## config.mk

```make
export PLATFORM = sky130hd
export DESIGN_NAME = fifo_offset_program_retransmit
export DESIGN_NICKNAME = d
export VERILOG_FILES = /design/src/rtl/fifo_offset_pkg.sv /design/src/rtl/fifo_offset_program_retransmit.sv
export SDC_FILE = /design/constraint.sdc
export NUM_CORES = 1
export LEC_CHECK = 0
export BUFFER_PORTS_ARGS = -buffer_cell sky130_fd_sc_hd__buf_4
export CORE_ASPECT_RATIO = 0.8
export CORE_MARGIN = 2
export CORE_UTILIZATION = 54
export DETAILED_ROUTE_END_ITERATION = 16
export PLACE_DENSITY = 0.83
export SYNTH_ARGS = -nofsm -noshare
export SYNTH_HDL_FRONTEND = slang
export SYNTH_SLANG_ARGS = --single-unit
export TNS_END_PERCENT = 10
```

## constraint.sdc

```tcl
create_clock -name clk -period 2.35 [get_ports clk]
set_input_delay 0.47 -clock clk [delete_from_list [all_inputs] [get_ports clk]]
set_output_delay 0.47 -clock clk [all_outputs]
set_load 0.01 [all_outputs]
```

## src/rtl/fifo_offset_pkg.sv

```systemverilog
// Constants, types and helpers for the flag-offset programming and
// retransmit control block. Assumes one 25 MHz system clock.
// Operation
// - Serial mode shifts one bit per write edge, empty low to full high.
// - Serial load writes all offsets; partial flags invalid until all bits in.
// - Load select low with serial enable high shifts nothing.
// - Memory writes may interleave; shifting resumes at the next bit.
// - Almost-full valid two write edges, almost-empty two read edges later.
// - Offsets are read back through the parallel output path, over APB and on the offset ports.
// - Parallel writes step empty low, empty high, full low, full high, wrap.
// - Separate write and read offset pointers; never used at once. The block does not stop a write and a read stepping both in one cycle.
// - Master reset returns both offset pointers to empty low.
// - Partial reset leaves both offset pointers where they are.
// - Parallel programming pauses via load select or write enable.
// - Parallel reads step through the four offset registers and wrap.
// - Readback pauses on read enable or load select, resumes in place.
// - An offset read overwrites the word on the data outputs.
// - Offset readback works in standard and fall-through modes.
// - Retransmit setup starts when the request is low at a read edge.
// - Standard mode: empty flag low during setup, high when complete.
// - Fall-through: ready high during setup, low with first word shown.
// - Almost-empty updates on the second read edge after setup.
// - Half-full updates at setup edge; almost-full at second write edge.
// - Load select during master reset picks serial or parallel loading.
// - Serial input during master reset picks standard or fall-through.
package fifo_offset_pkg;
  localparam int          WORD_BITS   = 9;
  localparam int          OFFSET_BITS = 14;
  localparam int          SERIAL_BITS = 2 * OFFSET_BITS;
  localparam logic [4:0]  SERIAL_LAST = 5'h1b;
  localparam logic [13:0] SERIAL_DEFAULT_OFS   = 14'h03ff;
  localparam logic [13:0] PARALLEL_DEFAULT_OFS = 14'h007f;
  localparam logic [1:0]  OFS_EMPTY_LO = 2'h0;
  localparam logic [1:0]  OFS_EMPTY_HI = 2'h1;
  localparam logic [1:0]  OFS_FULL_LO  = 2'h2;
  localparam logic [1:0]  OFS_FULL_HI  = 2'h3;
  localparam logic [1:0]  FLAG_VALID_EDGES = 2'h2;
  localparam logic [1:0]  FLAG_UPDATE_EDGES = 2'h2;
  localparam logic [1:0]  RT_SETUP_EDGES = 2'h2;
  localparam logic [7:0]  ADDR_STATUS    = 8'h00;
  localparam logic [7:0]  ADDR_EMPTY_OFS = 8'h04;
  localparam logic [7:0]  ADDR_FULL_OFS  = 8'h08;
  localparam logic [7:0]  ADDR_CTRL      = 8'h0c;
  localparam int ST_FALL_THROUGH_MODE = 0;
  localparam int ST_SERIAL = 1;
  localparam int ST_AE_VALID = 2;
  localparam int ST_AF_VALID = 3;
  localparam int ST_RT_BUSY = 4;
  localparam int ST_WR_PTR = 5;
  localparam int ST_RD_PTR = 7;
  localparam int ST_SER_CNT = 9;
  localparam int CTRL_SOFT_RT = 0;

  typedef enum logic {RT_IDLE, RT_SETUP} rt_state_t;

  // Byte view of the offset store as seen by the parallel ports
  function automatic logic [8:0] offsetByte(input logic [1:0] sel,
                                            input logic [27:0] ofs);
    logic [8:0] r;
    r = 9'h000;
    unique case (sel)
      OFS_EMPTY_LO: r = ofs[8:0];
      OFS_EMPTY_HI: r = {4'h0, ofs[13:9]};
      OFS_FULL_LO:  r = ofs[22:14];
      OFS_FULL_HI:  r = {4'h0, ofs[27:23]};
    endcase
    return r;
  endfunction : offsetByte
endpackage : fifo_offset_pkg

```

## src/rtl/fifo_offset_program_retransmit.sv

```systemverilog
// Flag-offset programming (serial and parallel) and retransmit control.
// Assumes the FIFO pins and their write and read clocks are slow against
// clk; all pins but memEmptyN and memFirstWord are synchronised and clock edges detected here.
`timescale 1ns/1ns
module fifo_offset_program_retransmit
  import fifo_offset_pkg::*;
(
  input  wire logic        clk,
  input  wire logic        rstn,
  input  wire logic        psel,
  input  wire logic        penable,
  input  wire logic        pwrite,
  input  wire logic [7:0]  paddr,
  input  wire logic [31:0] pwdata,
  output logic             pready,
  output logic [31:0]      prdata,
  output logic             pslverr,
  input  wire logic        wrClk,
  input  wire logic        rdClk,
  input  wire logic        masterResetN,
  input  wire logic        partialResetN,
  input  wire logic        offsetLoadSelectN,
  input  wire logic        serialLoadEnableN,
  input  wire logic        writeEnableN,
  input  wire logic        readEnableN,
  input  wire logic        retransmitRequestN,
  input  wire logic        serialIn,
  input  wire logic [8:0]  dataInBus,
  input  wire logic        memEmptyN,
  input  wire logic [8:0]  memFirstWord,
  output logic [8:0]       dataOutBus,
  output logic             emptyFlagN,
  output logic             fallThroughMode,
  output logic             serialMethod,
  output logic [13:0]      emptyOffset,
  output logic [13:0]      fullOffset,
  output logic             almostEmptyValid,
  output logic             almostFullValid,
  output logic             readPtrRewind,
  output logic             halfFullUpdate,
  output logic             almostEmptyUpdate,
  output logic             almostFullUpdate
);
  localparam int PINS = 19;

  logic [PINS-1:0]  pinMeta_q;
  logic [PINS-1:0]  pinSync_q;
  logic             wrClkPrev_q;
  logic             rdClkPrev_q;
  logic             wrRise;
  logic             rdRise;
  logic             mrsActive;
  logic             prsActive;
  logic             ldS;
  logic             senS;
  logic             wenS;
  logic             renS;
  logic             rtS;
  logic             serS;
  logic [8:0]       dinS;
  logic             serialMethod_q;
  logic             fall_through_mode_q;
  logic [27:0]      offsets_q;
  logic [4:0]       serialCnt_q;
  logic [1:0]       wrPtr_q;
  logic [1:0]       rdPtr_q;
  logic             serialShift;
  logic             parallelWrite;
  logic             parallelRead;
  logic             aeStart;
  logic             afStart;
  logic             aeDone;
  logic             afDone;
  logic             aeValid_q;
  logic             afValid_q;
  logic [1:0]       aeWait_q;
  logic [1:0]       afWait_q;
  rt_state_t        rtState_q;
  logic [1:0]       rtCnt_q;
  logic             rtStart;
  logic             rtDone;
  logic             softRt_q;
  logic [1:0]       aeUpdCnt_q;
  logic [1:0]       afUpdCnt_q;
  logic [8:0]       dataOut_q;
  logic             emptyFlag_q;
  logic             rewind_q;
  logic             hfUpd_q;
  logic             aeUpd_q;
  logic             afUpd_q;
  logic             pready_q;
  logic [31:0]      prdata_q;
  logic             pslverr_q;
  logic             apbAccess;
  logic             apbWrite;
  logic [31:0]      rdMux;
  logic             rdHit;

  // Two-stage synchroniser for every pin but memEmptyN and memFirstWord
  always_ff @(posedge clk or negedge rstn) begin
    if (!rstn) begin
      pinMeta_q <= '0;
      pinSync_q <= '0;
    end else begin
      pinMeta_q <= {wrClk, rdClk, masterResetN, partialResetN,
                    offsetLoadSelectN, serialLoadEnableN, writeEnableN,
                    readEnableN, retransmitRequestN, serialIn, dataInBus};
      pinSync_q <= pinMeta_q;
    end
  end

  always_ff @(posedge clk or negedge rstn) begin
    if (!rstn) begin
      wrClkPrev_q <= 1'b0;
      rdClkPrev_q <= 1'b0;
    end else begin
      wrClkPrev_q <= pinSync_q[18];
      rdClkPrev_q <= pinSync_q[17];
    end
  end

  assign wrRise    = pinSync_q[18] & ~wrClkPrev_q;
  assign rdRise    = pinSync_q[17] & ~rdClkPrev_q;
  assign mrsActive = ~pinSync_q[16];
  assign prsActive = ~pinSync_q[15];
  assign ldS       = pinSync_q[14];
  assign senS      = pinSync_q[13];
  assign wenS      = pinSync_q[12];
  assign renS      = pinSync_q[11];
  assign rtS       = pinSync_q[10];
  assign serS      = pinSync_q[9];
  assign dinS      = pinSync_q[8:0];

  always_ff @(posedge clk or negedge rstn) begin
    if (!rstn) begin
      serialMethod_q <= 1'b0;
      fall_through_mode_q         <= 1'b0;
    end else if (mrsActive) begin
      serialMethod_q <= ldS;
      fall_through_mode_q         <= serS;
    end
  end

  // shifting only with both pins low
  assign serialShift   = wrRise & serialMethod_q & ~ldS & ~senS & ~mrsActive;
  // paused whenever load select or write enable is high
  assign parallelWrite = wrRise & ~serialMethod_q & ~ldS & ~wenS & ~mrsActive;
  // readback in any mode and method, paused by either pin
  assign parallelRead  = rdRise & ~ldS & ~renS & ~mrsActive;

  // offset store; serial bit lands at its position in the sequence
  always_ff @(posedge clk or negedge rstn) begin
    if (!rstn) begin
      offsets_q <= {PARALLEL_DEFAULT_OFS, PARALLEL_DEFAULT_OFS};
    end else if (mrsActive) begin
      offsets_q <= ldS ? {SERIAL_DEFAULT_OFS, SERIAL_DEFAULT_OFS}
                       : {PARALLEL_DEFAULT_OFS, PARALLEL_DEFAULT_OFS};
    end else if (serialShift) begin
      offsets_q[serialCnt_q] <= serS;
    end else if (parallelWrite) begin
      // register chosen by the write pointer
      unique case (wrPtr_q)
        OFS_EMPTY_LO: offsets_q[8:0]   <= dinS;
        OFS_EMPTY_HI: offsets_q[13:9]  <= dinS[4:0];
        OFS_FULL_LO:  offsets_q[22:14] <= dinS;
        OFS_FULL_HI:  offsets_q[27:23] <= dinS[4:0];
      endcase
    end
  end

  // serial count runs over the whole set before wrapping
  always_ff @(posedge clk or negedge rstn) begin
    if (!rstn) begin
      serialCnt_q <= 5'h00;
    end else if (mrsActive) begin
      serialCnt_q <= 5'h00;
    end else if (serialShift) begin
      serialCnt_q <= (serialCnt_q == SERIAL_LAST) ? 5'h00
                                                  : serialCnt_q + 5'h01;
    end
  end

  // independent pointers, cleared by master reset only
  always_ff @(posedge clk or negedge rstn) begin
    if (!rstn) begin
      wrPtr_q <= OFS_EMPTY_LO;
      rdPtr_q <= OFS_EMPTY_LO;
    end else if (mrsActive) begin
      wrPtr_q <= OFS_EMPTY_LO;
      rdPtr_q <= OFS_EMPTY_LO;
    end else begin
      if (parallelWrite) begin
        wrPtr_q <= wrPtr_q + 2'h1;
      end
      if (parallelRead) begin
        rdPtr_q <= rdPtr_q + 2'h1;
      end
    end
  end

  assign aeStart = serialShift | (parallelWrite & ~wrPtr_q[1]);
  assign afStart = serialShift | (parallelWrite & wrPtr_q[1]);
  assign aeDone  = (serialShift & (serialCnt_q == SERIAL_LAST))
                 | (parallelWrite & (wrPtr_q == OFS_EMPTY_HI));
  assign afDone  = (serialShift & (serialCnt_q == SERIAL_LAST))
                 | (parallelWrite & (wrPtr_q == OFS_FULL_HI));

  // almost-empty validity waits two read edges after completion
  always_ff @(posedge clk or negedge rstn) begin
    if (!rstn) begin
      aeValid_q <= 1'b1;
      aeWait_q  <= 2'h0;
    end else if (mrsActive) begin
      aeValid_q <= 1'b1;
      aeWait_q  <= 2'h0;
    end else if (aeDone) begin
      aeValid_q <= 1'b0;
      aeWait_q  <= FLAG_VALID_EDGES;
    end else if (aeStart) begin
      aeValid_q <= 1'b0;
      aeWait_q  <= 2'h0;
    end else if (rdRise && aeWait_q != 2'h0) begin
      aeWait_q  <= aeWait_q - 2'h1;
      aeValid_q <= (aeWait_q == 2'h1);
    end
  end

  // almost-full validity waits two write edges after completion
  always_ff @(posedge clk or negedge rstn) begin
    if (!rstn) begin
      afValid_q <= 1'b1;
      afWait_q  <= 2'h0;
    end else if (mrsActive) begin
      afValid_q <= 1'b1;
      afWait_q  <= 2'h0;
    end else if (afDone) begin
      afValid_q <= 1'b0;
      afWait_q  <= FLAG_VALID_EDGES;
    end else if (afStart) begin
      afValid_q <= 1'b0;
      afWait_q  <= 2'h0;
    end else if (wrRise && afWait_q != 2'h0) begin
      afWait_q  <= afWait_q - 2'h1;
      afValid_q <= (afWait_q == 2'h1);
    end
  end

  // setup on a read edge with the request low, pin or software
  assign rtStart = rdRise & (~rtS | softRt_q) & (rtState_q == RT_IDLE)
                 & ~mrsActive & ~prsActive;
  assign rtDone  = rdRise & (rtState_q == RT_SETUP) & (rtCnt_q == 2'h1);

  always_ff @(posedge clk or negedge rstn) begin
    if (!rstn) begin
      rtState_q <= RT_IDLE;
      rtCnt_q   <= 2'h0;
    end else if (mrsActive || prsActive) begin
      rtState_q <= RT_IDLE;
      rtCnt_q   <= 2'h0;
    end else begin
      unique case (rtState_q)
        RT_IDLE: begin
          if (rtStart) begin
            rtState_q <= RT_SETUP;
            rtCnt_q   <= RT_SETUP_EDGES;
          end
        end
        RT_SETUP: begin
          if (rdRise) begin
            rtCnt_q <= rtCnt_q - 2'h1;
            if (rtCnt_q == 2'h1) begin
              rtState_q <= RT_IDLE;
            end
          end
        end
      endcase
    end
  end

  // Software request is held until setup takes it or master reset clears it; a new write wins
  always_ff @(posedge clk or negedge rstn) begin
    if (!rstn) begin
      softRt_q <= 1'b0;
    end else if (apbWrite && paddr == ADDR_CTRL && pwdata[CTRL_SOFT_RT]) begin
      softRt_q <= 1'b1;
    end else if (rtStart || mrsActive) begin
      softRt_q <= 1'b0;
    end
  end

  always_ff @(posedge clk or negedge rstn) begin
    if (!rstn) begin
      aeUpdCnt_q <= 2'h0;
      afUpdCnt_q <= 2'h0;
      aeUpd_q    <= 1'b0;
      afUpd_q    <= 1'b0;
      hfUpd_q    <= 1'b0;
      rewind_q   <= 1'b0;
    end else begin
      hfUpd_q  <= rtStart;
      rewind_q <= rtStart;
      aeUpd_q  <= rdRise & (aeUpdCnt_q == 2'h1) & ~rtStart;
      afUpd_q  <= wrRise & (afUpdCnt_q == 2'h1) & ~rtStart;
      if (rtStart) begin
        aeUpdCnt_q <= FLAG_UPDATE_EDGES;
      end else if (rdRise && aeUpdCnt_q != 2'h0) begin
        aeUpdCnt_q <= aeUpdCnt_q - 2'h1;
      end
      if (rtStart) begin
        afUpdCnt_q <= FLAG_UPDATE_EDGES;
      end else if (wrRise && afUpdCnt_q != 2'h0) begin
        afUpdCnt_q <= afUpdCnt_q - 2'h1;
      end
    end
  end

  // empty or output-ready marking during setup
  always_ff @(posedge clk or negedge rstn) begin
    if (!rstn) begin
      emptyFlag_q <= 1'b0;
    end else if (mrsActive || prsActive) begin
      emptyFlag_q <= fall_through_mode_q;
    end else if (rtStart || rtState_q == RT_SETUP) begin
      emptyFlag_q <= rtDone ? ~fall_through_mode_q : fall_through_mode_q;
    end else begin
      emptyFlag_q <= fall_through_mode_q ? ~memEmptyN : memEmptyN;
    end
  end

  // offsets reach the data outputs only here, replacing the word
  always_ff @(posedge clk or negedge rstn) begin
    if (!rstn) begin
      dataOut_q <= 9'h000;
    end else if (mrsActive || prsActive) begin
      dataOut_q <= 9'h000;
    end else if (parallelRead) begin
      dataOut_q <= offsetByte(rdPtr_q, offsets_q);
    end else if (rtDone && fall_through_mode_q) begin
      dataOut_q <= memFirstWord;
    end
  end

  // APB slave, one wait state
  assign apbAccess = psel & penable & ~pready_q;
  assign apbWrite  = psel & penable & pwrite & pready_q;

  always_comb begin
    rdHit = 1'b1;
    rdMux = 32'h0000_0000;
    unique case (paddr)
      ADDR_STATUS: begin
        rdMux[ST_FALL_THROUGH_MODE]              = fall_through_mode_q;
        rdMux[ST_SERIAL]            = serialMethod_q;
        rdMux[ST_AE_VALID]          = aeValid_q;
        rdMux[ST_AF_VALID]          = afValid_q;
        rdMux[ST_RT_BUSY]           = (rtState_q == RT_SETUP);
        rdMux[ST_WR_PTR +: 2]       = wrPtr_q;
        rdMux[ST_RD_PTR +: 2]       = rdPtr_q;
        rdMux[ST_SER_CNT +: 5]      = serialCnt_q;
      end
      ADDR_EMPTY_OFS: rdMux[13:0]   = offsets_q[13:0];
      ADDR_FULL_OFS:  rdMux[13:0]   = offsets_q[27:14];
      ADDR_CTRL:      rdMux[CTRL_SOFT_RT] = softRt_q;
      default:        rdHit         = 1'b0;
    endcase
  end

  always_ff @(posedge clk or negedge rstn) begin
    if (!rstn) begin
      pready_q  <= 1'b0;
      prdata_q  <= 32'h0000_0000;
      pslverr_q <= 1'b0;
    end else begin
      pready_q  <= apbAccess;
      pslverr_q <= apbAccess & ~rdHit;
      if (apbAccess) begin
        prdata_q <= pwrite ? 32'h0000_0000 : rdMux;
      end
    end
  end

  assign pready            = pready_q;
  assign prdata            = prdata_q;
  assign pslverr           = pslverr_q;
  assign dataOutBus        = dataOut_q;
  assign emptyFlagN        = emptyFlag_q;
  assign fallThroughMode   = fall_through_mode_q;
  assign serialMethod      = serialMethod_q;
  assign emptyOffset       = offsets_q[13:0];
  assign fullOffset        = offsets_q[27:14];
  assign almostEmptyValid  = aeValid_q;
  assign almostFullValid   = afValid_q;
  assign readPtrRewind     = rewind_q;
  assign halfFullUpdate    = hfUpd_q;
  assign almostEmptyUpdate = aeUpd_q;
  assign almostFullUpdate  = afUpd_q;
endmodule : fifo_offset_program_retransmit

```

# Word-level counts from Yosys, hierarchy flattened
# Cells that the tools add are included.
# totals
latch_bits	0
elab_cells	211
out_inout_bits	80
romBits	0
in_bits	74
ff_bits	140
ram_bits	0
memories	0
# op_classes
mul	0
n_addsub	8
n_lt_le_gt_ge	2
bitwise_logic	55
shifts	0
n_eq_ne	27
mux	61
n_reduce_logical	28
div_mod_pow	0
# op_table
cell	count
2-to-1 mux 28 bit	3
2-to-1 mux 9 bit	5
case mux 13 bit (3 select lines)	1
2-to-1 mux 2 bit	19
case mux 9 bit (4 select lines)	1
AND 1 bit	33
bitwise mux 28 bit	1
2-to-1 mux 5 bit	5
2-to-1 mux 24 bit	1
2-to-1 mux 1 bit	20
inverter 1 bit	17
equality test 8 x 4 -> 1 bit (second input constant)	2
!= test 3 x 1 -> 1 bit (second input constant)	5
equality test 2 x 1 -> 1 bit (second input constant)	7
2-to-1 mux 14 bit	1
nonzero test 2 bit	7
AND reduction 2 bit	5
subtractor 2 x 1 -> 2 bit (second input constant)	5
equality test 2 bit (second input constant)	4
equality test 8 x 3 -> 1 bit (second input constant)	1
logical AND 1 bit	8
zero test 8 bit	1
!= test 4 x 1 -> 1 bit (second input constant)	2
< comparator 5 x 6 -> 1 bit (second input constant)	1
other kinds (15)	26

# Longest topological paths before layout
# Gate-level depths: netlist (run 1).
# depth
word_depth	11
mapped_depth	7
mapped_depth_nobuf	7

# Worst setup path after synthesis (run 1)
# No wires, ideal clock.
# synth_path
path_kind	register to register
from	reg pinSync_q[14]
to	reg offsets_q[24]
setup_time_ps	65
path_slack_ps	526
required_ps	2285
period_less_slack_ps	1824
arrival_ps	1759
stages_incl_launch_ff	7
path_buffers	2
cell_sequence	dfrtp_1 buf_6 or3b_4 buf_6 or4b_1 a21oi_1 mux2_2
# synth_via
elab_chain_len	6
word_cells_on_any_way	12
cone_classes	eq/ne: 2; mux: 2; bitwise: 7; reduce/logical: 1
# synth_rtl
element	line	text
start, declared	fifo_offset_program_retransmit.sv:47	logic [PINS-1:0] pinSync_q;
start signal, assigned	fifo_offset_program_retransmit.sv:108	pinSync_q <= pinMeta_q;
inverter 1 bit *	fifo_offset_program_retransmit.sv:145, fifo_offset_program_retransmit.sv:147	
AND 1 bit (on tied branches) (3 in a row)	fifo_offset_program_retransmit.sv:145, fifo_offset_program_retransmit.sv:147	
!= test 3 x 1 -> 1 bit (no source line) / 2-to-1 mux 28 bit (equally long branches)	--	
AND reduction 2 bit (no source line) / 2-to-1 mux 28 bit (equally long branches)	--	
end signal, assigned	fifo_offset_program_retransmit.sv:154	offsets_q <= {PARALLEL_DEFAULT_OFS, PARALLEL_DEFAULT_OFS};
end signal, assigned	fifo_offset_program_retransmit.sv:156	offsets_q <= ldS ? {SERIAL_DEFAULT_OFS, SERIAL_DEFAULT_OFS}
end signal, assigned by index	fifo_offset_program_retransmit.sv:159	offsets_q[serialCnt_q] <= serS;
end, declared	fifo_offset_program_retransmit.sv:63	logic [27:0] offsets_q;
# Every way passes the cells marked *; elsewhere a longest branch is shown, timed or not.
# A chain may end at the register's enable or synchronous reset.

# Final worst setup path (run 1)
# layout_path
from	reg serialMethod_q (netlist: serialMethod)
to	reg offsets_q[19]
# layout_via
elab_chain_len	7
word_cells_on_any_way	14
cone_classes	eq/ne: 2; mux: 2; bitwise: 9; reduce/logical: 1
# layout_rtl
element	line	text
start, declared	fifo_offset_program_retransmit.sv:61	logic serialMethod_q;
start signal, assigned	fifo_offset_program_retransmit.sv:139	serialMethod_q <= ldS;
inverter 1 bit	fifo_offset_program_retransmit.sv:147	assign parallelWrite = wrRise & ~serialMethod_q & ~ldS & ~wenS & ~mrsActive;
AND 1 bit (4 in a row)	fifo_offset_program_retransmit.sv:147	
!= test 3 x 1 -> 1 bit (no source line)	--	
AND reduction 2 bit (no source line)	--	
# Parallel ways exist; a longest one is shown, timed or not.

==> impl_metrics.ini, run 1 <==
[sta]
fmax_mhz = 438
tightest_slew_ns = 0.616
rsz0062_at_grt = true
tns_ns = 0
finalSetupViolations = 0
slew_headroom_pct = 59.0
finalClockSkew_ns = 0.0107
drv_slew = 0
finalHoldViolCount = 0
fin_crit_ns = 2.28
min_period_over_period_pct = 97.2

[routing]
wirelength_um = 18400
drtIter0Drc = 558
wire_per_inst_um = 20.5
viasPerCell = 6.09
drc = 0
vias = 5479
ant_nets = 0
firstDrtPassIters = 8

[synth]
synth_top_family_by_area = compound AO/OA/AOI/OAI gates
synth_cells = 616
synth_flop_cell = dfrtp_1
ys_async_sr_fraction_pct = 100
yosysWarnings = 0
ys_seq_elements = 122
syn_area_per_cell_sq_um = 10.3
yosysSeqAreaShare_pct = 48.6
synthXorXnorAreaFrac_pct = 0.692
yosys.area_share.simple_pct = 14.0
synth-edff-count = 0
synthesis.area_sq_mm = 0.00632
synthDistinctLibCells = 62
synth-compound-area-share_pct = 16.5
synth_fa_ha_area_share_pct = 4.35
synthMuxAreaShare_pct = 9.22

[cells_and_area]
fin_nets = 834
n_antenna_cell = 0
syn2layout_area_growth_pct = 26.3
fill_cells = 838
final_layout_size_suffix_gt1_share_pct = 29.4
final_common_cell = buf_4
final_util_pct = 69.6
final_cell_mix = buf_4 (138), dfrtp_1 (106), nand2_1 (77)

[grt]
grt_pass1_wl_um = 29000
antenna_found_initial = 0
grt_pass1_vias = 5363
grt_usage_pct = 30.1
grt.overflow.total = 0
grt_max_degree = 59

[floorplan]
core-area_sq_mm = 0.0115
die_h_um = 101
io_pins = 154
initial_core_util_pct = 55.1
rows = 35
die_x_um = 125
die-area_sq_mm = 0.0126

[status]
status = finished, final reports clean

[critical_path]
path_delay_family = simple AND/OR/NAND/NOR gates
rrSetupSlack_ns = 0.07
end_kind = flip-flop
critical_path.max_fanout = 10
worstSetupStartpointType = flip-flop
crit_buf_inv = 0
r2r_end = offsets_q[19]
cp_slowest_stage_delay_ns = 0.49
worstRegToRegCells = 4
crit_chain = nor3_2 > nand3_1 > a22oi_1 > mux2_2
critPathKind = flip-flop to flip-flop
crit_required_ns = 2.69
slowest_stage = nor3_2
r2r_start = serialMethod
arrival_ns = 2.62
critical_path.startpoint = serialMethod

[worst_hold_path]
hp-start = dataInBus[2]
hold_path.class = input pin to flip-flop
hold_depth = 1
hold_end = pinMeta_q[2]

[run]
drv_cap = 0

[power]
max-vdd-ir-drop_mv = 0.662
seqPwrFrac_pct = 41.9
power_switching_uw = 1520
p_int_uw = 4310
p_leak_uw = 0.00373
power_uw = 5830
clock_power_share_pct = 44.5
pwr-share-comb_pct = 13.7
swShare_pct = 26.1
powerDensity_mw_per_mm2 = 730

[clock_network]
cts_inserted_buffers = 17
clock_tree.root_cell = clkbuf_16
cts_tree = done
ctsResizeCount = 0
clkTransAtPathRegs_ns = 0.06
clock_sinks = 122
clk_latency_ns = 0.42
clockBufferDepth = 2
cts_htree_levels = 4
post_cts_buffers = 0

[place]
io_buffer_count = 104
globalplace.congestion = 0.945
dp_hpwl_um = 13500
==> area by class of cell <==
cell class	count	area, sq um	share of cell area, %
clock buffer	21	480	6.01
clock inverter	11	119	1.49
inverter	27	101	1.27
multi-input combinational	427	2910	36.4
sequential	122	3070	38.5
tap	148	185	2.32
timing repair buffer	143	1130	14.1
==> synthesized netlist by cell type, drive strengths merged (4+ instances only) <==
master / number / share of area (%)
mux2i: 29 / 4.6
dfrtp: 106 / 42
inv: 26 / 1.5
nor2: 16 / 0.95
a22o: 15 / 2.1
dfstp: 16 / 6.6
nand4: 8 / 0.79
nor3b: 6 / 0.79
a22oi: 24 / 2.8
and3: 5 / 0.49
buf: 34 / 3.6
or3: 4 / 0.40
nand3b: 5 / 0.59
o21ai: 53 / 4.2
xnor2: 5 / 0.69
and2: 4 / 0.40
a222oi: 5 / 0.79
nand3: 16 / 1.3
ha: 22 / 4.4
clkbuf: 23 / 1.4
nor2b: 8 / 0.79
o211ai: 7 / 0.83
o311ai: 6 / 0.83
nand2: 77 / 4.6
nor3: 7 / 0.63
mux2: 24 / 4.3
a21oi: 21 / 1.7
==> registers in the layout (all words and copies together), names as in the netlist, 2 cells and up <==
name         count
dataOutBus       9
rtCnt_q          2
aeWait_q         2
wrPtr_q          2
rdPtr_q          2
afWait_q         2
aeUpdCnt_q       2
prdata          14
serialCnt_q      5
afUpdCnt_q       2
pinMeta_q       19
pinSync_q       19
offsets_q       28
==> power groups by stage <==
stage          logic (uW)  clock network [uW]  registers, uW
2_1_floorplan         422                   0           2430
3_3_place_gp          733                   0           2450
3_5_place_dp          791                   0           2470
4_1_cts               799                2620           2430
5_1_grt               887                2720           2450
6_report              798                2590           2440
==> kinds of logic after synthesis <==
logic type | Yosys count
multiplexers | 54
XOR/XNOR | 5
other | 1
flip-flops | 122
AND/OR/NAND/NOR | 173
adder cells (fa/ha/maj) | 22
AO/OA/AOI/OAI | 155
buffers and inverters | 84
==> metrics by stage <==
stage                     hold slack [ns]  setup slack (ns)  area (sq um)  std cells
after floorplan                     0.174             0.526          6390        633
after global placement              0.332             0.204          7380        866
after detailed placement            0.335             0.110          7380        866
after CTS                           0.147             0.103          7990        899
after global routing                0.141           -0.0169          7990        899
final                               0.153            0.0660          7990        899
==> worst max path at each step <==
stage,to,depth (start not counted)
after global routing,offsets_q[16],4
after global placement,offsets_q[21],4
after CTS,offsets_q[19],4
after detailed placement,offsets_q[19],4
after floorplan,offsets_q[24],6
final,offsets_q[19],4
==> layer usage <==
metal  up-vias  GRT usage [%]  part of all wire, %
met1      2687           40.6                   41
met5         -              0                    0
li1       2442              -                    -
met3        38           7.59                   10
met2       312           46.9                   46
met4         0           13.1                  2.7
==> repair_timing <==
item,CTS,global route
setup endpoints to repair,0,4
hold buffers,1,0
hold endpoints to repair,9,0
Note: power is estimated with default switching activity, not from simulation.
==> run 2: changes to the inputs <==
CAP_MARGIN = 0   (was unset)
RECOVER_POWER = 50   (was unset)
SKIP_LAST_GASP = 1   (was unset)
==> run 2 against run 1 <==
Clock skew shrank 0.0029 ns. Core utilization decreased by 0.11 points. Largest cell class unchanged. First-iteration DRC count up 3.0%. Critical path depth unchanged. Final area is 0.16% lower. Die area is the same.
==> impl_metrics.ini, run 2 (same netlist as run 1, synthesis figures left out) <==
[routing]
drc = 0
wire_per_inst_um = 20.4
drtIter0Drc = 575
vias = 5463
viasPerCell = 6.08
firstDrtPassIters = 7
ant_nets = 0
wirelength_um = 18300

[cells_and_area]
syn2layout_area_growth_pct = 26.1
fin_cells = 899
fin_area_sq_mm = 0.00798
final_layout_size_suffix_gt1_share_pct = 29.2
final_cell_mix = buf_4 (115), dfrtp_1 (106), nand2_1 (77)
fill_cells = 844
fin_nets = 834
top_register = offsets_q
final_common_cell = buf_4
n_antenna_cell = 0
largest_reg_flops = 28
reg_top3 = offsets_q: 28 flops, pinMeta_q: 19 flops, pinSync_q: 19 flops

[power]
p_int_uw = 4310
powerDensity_mw_per_mm2 = 730
max-vdd-ir-drop_mv = 0.663
power_switching_uw = 1520
clock_power_share_pct = 44.5
seqPwrFrac_pct = 41.9
pwr-share-comb_pct = 13.6
p_leak_uw = 0.00372
swShare_pct = 26.0

[clock_network]
clk_latency_ns = 0.42
cts_tree = done
cts_htree_levels = 4
clkTransAtPathRegs_ns = 0.06
clock_tree.root_cell = clkbuf_16
clock_sinks = 122
clockBufferDepth = 2
ctsResizeCount = 0
cts_inserted_buffers = 17

[place]
io_buffer_count = 104
globalplace.congestion = 0.945
dp_hpwl_um = 13500
placed_cells = 866
placed_area_sq_mm = 0.00738

[floorplan]
die_h_um = 101
die-area_sq_mm = 0.0126
die_x_um = 125
core-area_sq_mm = 0.0115
io_pins = 154
initial_core_util_pct = 55.1
rows = 35

[critical_path]
critical_path.max_fanout = 10
arrival_ns = 2.62
worstRegToRegCells = 4
critPathKind = flip-flop to flip-flop
rrSetupSlack_ns = 0.07
worstSetupStartpointType = flip-flop
crit_required_ns = 2.69
end_kind = flip-flop
r2r_end = offsets_q[19]
critical_path.startpoint = serialMethod
r2r_start = serialMethod

[grt]
antenna_found_initial = 0
grt_usage_pct = 30.1
grt_pass1_vias = 5363
grt_max_degree = 59
grt_pass1_wl_um = 29000
grt.overflow.total = 0

[worst_hold_path]
hold_path.class = input pin to flip-flop
hp-start = dataInBus[2]
hold_depth = 1
hold_end = pinMeta_q[2]

[sta]
finalSetupViolations = 0
min_period_over_period_pct = 97.0
finalClockSkew_ns = 0.00778
slew_headroom_pct = 37.2
fmax_mhz = 439
drv_slew = 0
rsz0062_at_grt = true
tightest_slew_ns = 0.941
finalHoldViolCount = 0
fin_crit_ns = 2.28

[run]
drv_cap = 0

[status]
status = finished, final reports clean
run 2: per-layer routing:
metal  vias up  share of wire (%)  global-route usage, %
met2       313                 46                   46.9
li1       2444                  -                      -
met4         0                2.6                   13.1
met5         -                  0                      0
met3        38                9.8                   7.59
met1      2668                 41                   40.6
run 2: worst max path at each step:
stage | slack [ns] | end | cells after the start
after floorplan | 0.53 | offsets_q[24] | 6
after global placement | 0.20 | offsets_q[21] | 4
after detailed placement | 0.11 | offsets_q[19] | 4
after CTS | 0.10 | offsets_q[19] | 4
after global routing | -0.02 | offsets_q[16] | 4
final | 0.07 | offsets_q[19] | 4
run 2: cell type report:
class / instances / area [sq um] / area share [%]
multi-input cells: 427 / 2910 / 36.4
inverters: 27 / 101 / 1.27
flip-flops and latches: 122 / 3070 / 38.5
clock inverters: 11 / 119 / 1.49
repair buffers: 143 / 1110 / 14.0
well taps: 148 / 185 / 2.32
clock buffers: 21 / 480 / 6.02
run 2: critical path, cell delays in order (launching register included):
cell and delay [ns]:
dfrtp_1 0.48, nor3_2 0.49, nand3_1 0.48, a22oi_1 0.37, mux2_2 0.37
run 2: timing repair:
action | 4_1_cts | 5_1_grt
buffers inserted | 0 | 0
endpoints found under the hold margin | 9 | 0
setup endpoints to repair | 0 | 4
hold buffers | 1 | 0
run 2: power by group through the flow:
stage | Sequential [uW] | Combinational (uW) | Clock [uW]
2_1_floorplan | 2430 | 422 | 0
3_3_place_gp | 2450 | 733 | 0
3_5_place_dp | 2470 | 791 | 0
4_1_cts | 2430 | 799 | 2620
5_1_grt | 2450 | 883 | 2720
6_report | 2440 | 793 | 2590
run 2: metrics by stage:
stage                     power [uW]  TNS, ns  worst slack (ns)  hold WS (ns)  utilization (%)
after floorplan                 2850        0             0.526         0.174                -
after global placement          3190        0             0.204         0.332             64.3
after detailed placement        3260        0             0.110         0.335             64.3
after CTS                       5850        0             0.103         0.147             69.6
after global routing            6060  -0.0614           -0.0169         0.165             69.5
final                           5820        0            0.0703         0.177             69.5
==> run 3: changes to the inputs <==
PLACE_DENSITY = 0.81   (was 0.83)
TNS_END_PERCENT = 30   (was 10)
==> run 3 against run 2 <==
Critical path depth unchanged. First-iteration DRC count increased by 13%. Highest routed layer unchanged. Wire length rose by 0.58%. Largest power group unchanged. Largest cell class unchanged. Register-to-register slack better by 0.09 ns. Worst setup slack better by 0.086 ns.
==> impl_metrics.ini, run 3 (same netlist as run 1, synthesis figures left out) <==
[status]
status = finished, final reports clean

[clock_network]
clock_sinks = 122
clk_latency_ns = 0.42
clock_tree.root_cell = clkbuf_16
cts_tree = done
clkTransAtPathRegs_ns = 0.06
cts_htree_levels = 4
post_cts_buffers = 0
clockBufferDepth = 2
cts_inserted_buffers = 17

[critical_path]
critical_path.max_fanout = 9
end_kind = flip-flop
arrival_ns = 2.50
r2r_end = offsets_q[26]
crit_required_ns = 2.65
r2r_start = serialMethod
worstRegToRegCells = 4
critPathCapture = offsets_q[26]
critPathKind = flip-flop to flip-flop
rrSetupSlack_ns = 0.16
critical_path.startpoint = serialMethod
worstSetupStartpointType = flip-flop

[sta]
tns_ns = 0
whs_ns = 0.179
min_period_over_period_pct = 93.4
tightest_slew_ns = 0.778
drv_slew = 0
rsz0062_at_grt = true
setup_ws_ns = 0.156
finalClockSkew_ns = 0.00569
finalSetupViolations = 0
fin_crit_ns = 2.19
slew_headroom_pct = 48.1
finalHoldViolCount = 0
fmax_mhz = 456

[cells_and_area]
multi_input_area_sq_mm = 0.00291
fin_cells = 898
reg_top3 = offsets_q: 28 flops, pinMeta_q: 19 flops, pinSync_q: 19 flops
final-seq-area_sq_mm = 0.00307
final_cell_mix = buf_4 (116), dfrtp_1 (106), nand2_1 (77)
top_register = offsets_q
fin_nets = 833
final_layout_size_suffix_gt1_share_pct = 28.8
largest_reg_flops = 28
fill_cells = 848
final_common_cell = buf_4
n_antenna_cell = 0
syn2layout_area_growth_pct = 25.1
final_util_pct = 69.0

[place]
globalplace.congestion = 0.909
pre_cts_slack_ns = 0.102
io_buffer_count = 104
placed_cells = 865
dp_hpwl_um = 13300

[grt]
grt_pass1_vias = 5309
grt_usage_pct = 30.1
grt_pass1_wl_um = 29100
grt.overflow.total = 0
antenna_found_initial = 1
grt_max_degree = 56

[floorplan]
io_pins = 154
die_x_um = 125
initial_core_util_pct = 55.1
rows = 35
die_h_um = 101
die-area_sq_mm = 0.0126
core-area_sq_mm = 0.0115

[power]
p_leak_uw = 0.00368
powerDensity_mw_per_mm2 = 733
max-vdd-ir-drop_mv = 0.588

[routing]
drc = 0
viasPerCell = 6.03
ant_nets = 0
wirelength_um = 18400
vias = 5412
drtIter0Drc = 648
wire_per_inst_um = 20.5
firstDrtPassIters = 5

[run]
drv_cap = 0

[worst_hold_path]
hold_path.class = input pin to flip-flop
[run 3: layer usage]
layer  routed length (um)  global-route usage (%)  vias to the layer above
met3                 1750                    6.21                       27
met1                 8080                    42.3                     2645
met2                 8270                    46.4                      317
li1                     -                       -                     2423
met4                  323                    11.9                        0
met5                    0                       0                        -
[run 3: worst max-delay path, cell delays in order, from the launching register on]
cell and delay (ns):
dfrtp_1 0.48, nor3_2 0.52, nand3_1 0.41, a22oi_1 0.31, mux2_2 0.36
[run 3: through the flow]
step | total power, uW | instance area [sq um]
after floorplan | 2850 | 6390
after global placement | 3180 | 7340
after detailed placement | 3230 | 7340
after CTS | 5820 | 7940
after global routing | 6020 | 7910
final | 5800 | 7910
[run 3: area by class of cell]
class | instances | area share, %
clock buffer | 22 | 5.99
clock inverter | 10 | 1.49
inverter | 27 | 1.28
multi-input combinational | 427 | 36.8
sequential | 122 | 38.8
tap | 148 | 2.34
timing repair buffer | 142 | 13.3
[run 3: worst min-delay path by stage]
| stage | start | end | cells after the start | slack [ns] |
|---|---|---|---|---|
| 2_1_floorplan | rstn | aeUpdCnt_q[0] | 0 | 0.17 |
| 3_3_place_gp | rstn | offsets_q[10] | 1 | 0.33 |
| 3_5_place_dp | pinMeta_q[0] | pinSync_q[0] | 0 | 0.33 |
| 4_1_cts | retransmitRequestN | pinMeta_q[10] | 1 | 0.15 |
| 5_1_grt | wrClk | pinMeta_q[18] | 1 | 0.17 |
| 6_report | retransmitRequestN | pinMeta_q[10] | 1 | 0.18 |
[run 3: timing repair]
action	CTS	global route
endpoints found under the setup margin	0	8
endpoints found under the hold margin	3	0
resized for setup	0	1
hold buffers	1	0
[run 3: power by group]
| group | internal [uW] | switching [uW] |
|---|---|---|
| combinational | 357 | 415 |
| clock | 1640 | 954 |
| sequential | 2270 | 160 |
| total | 4270 | 1530 |
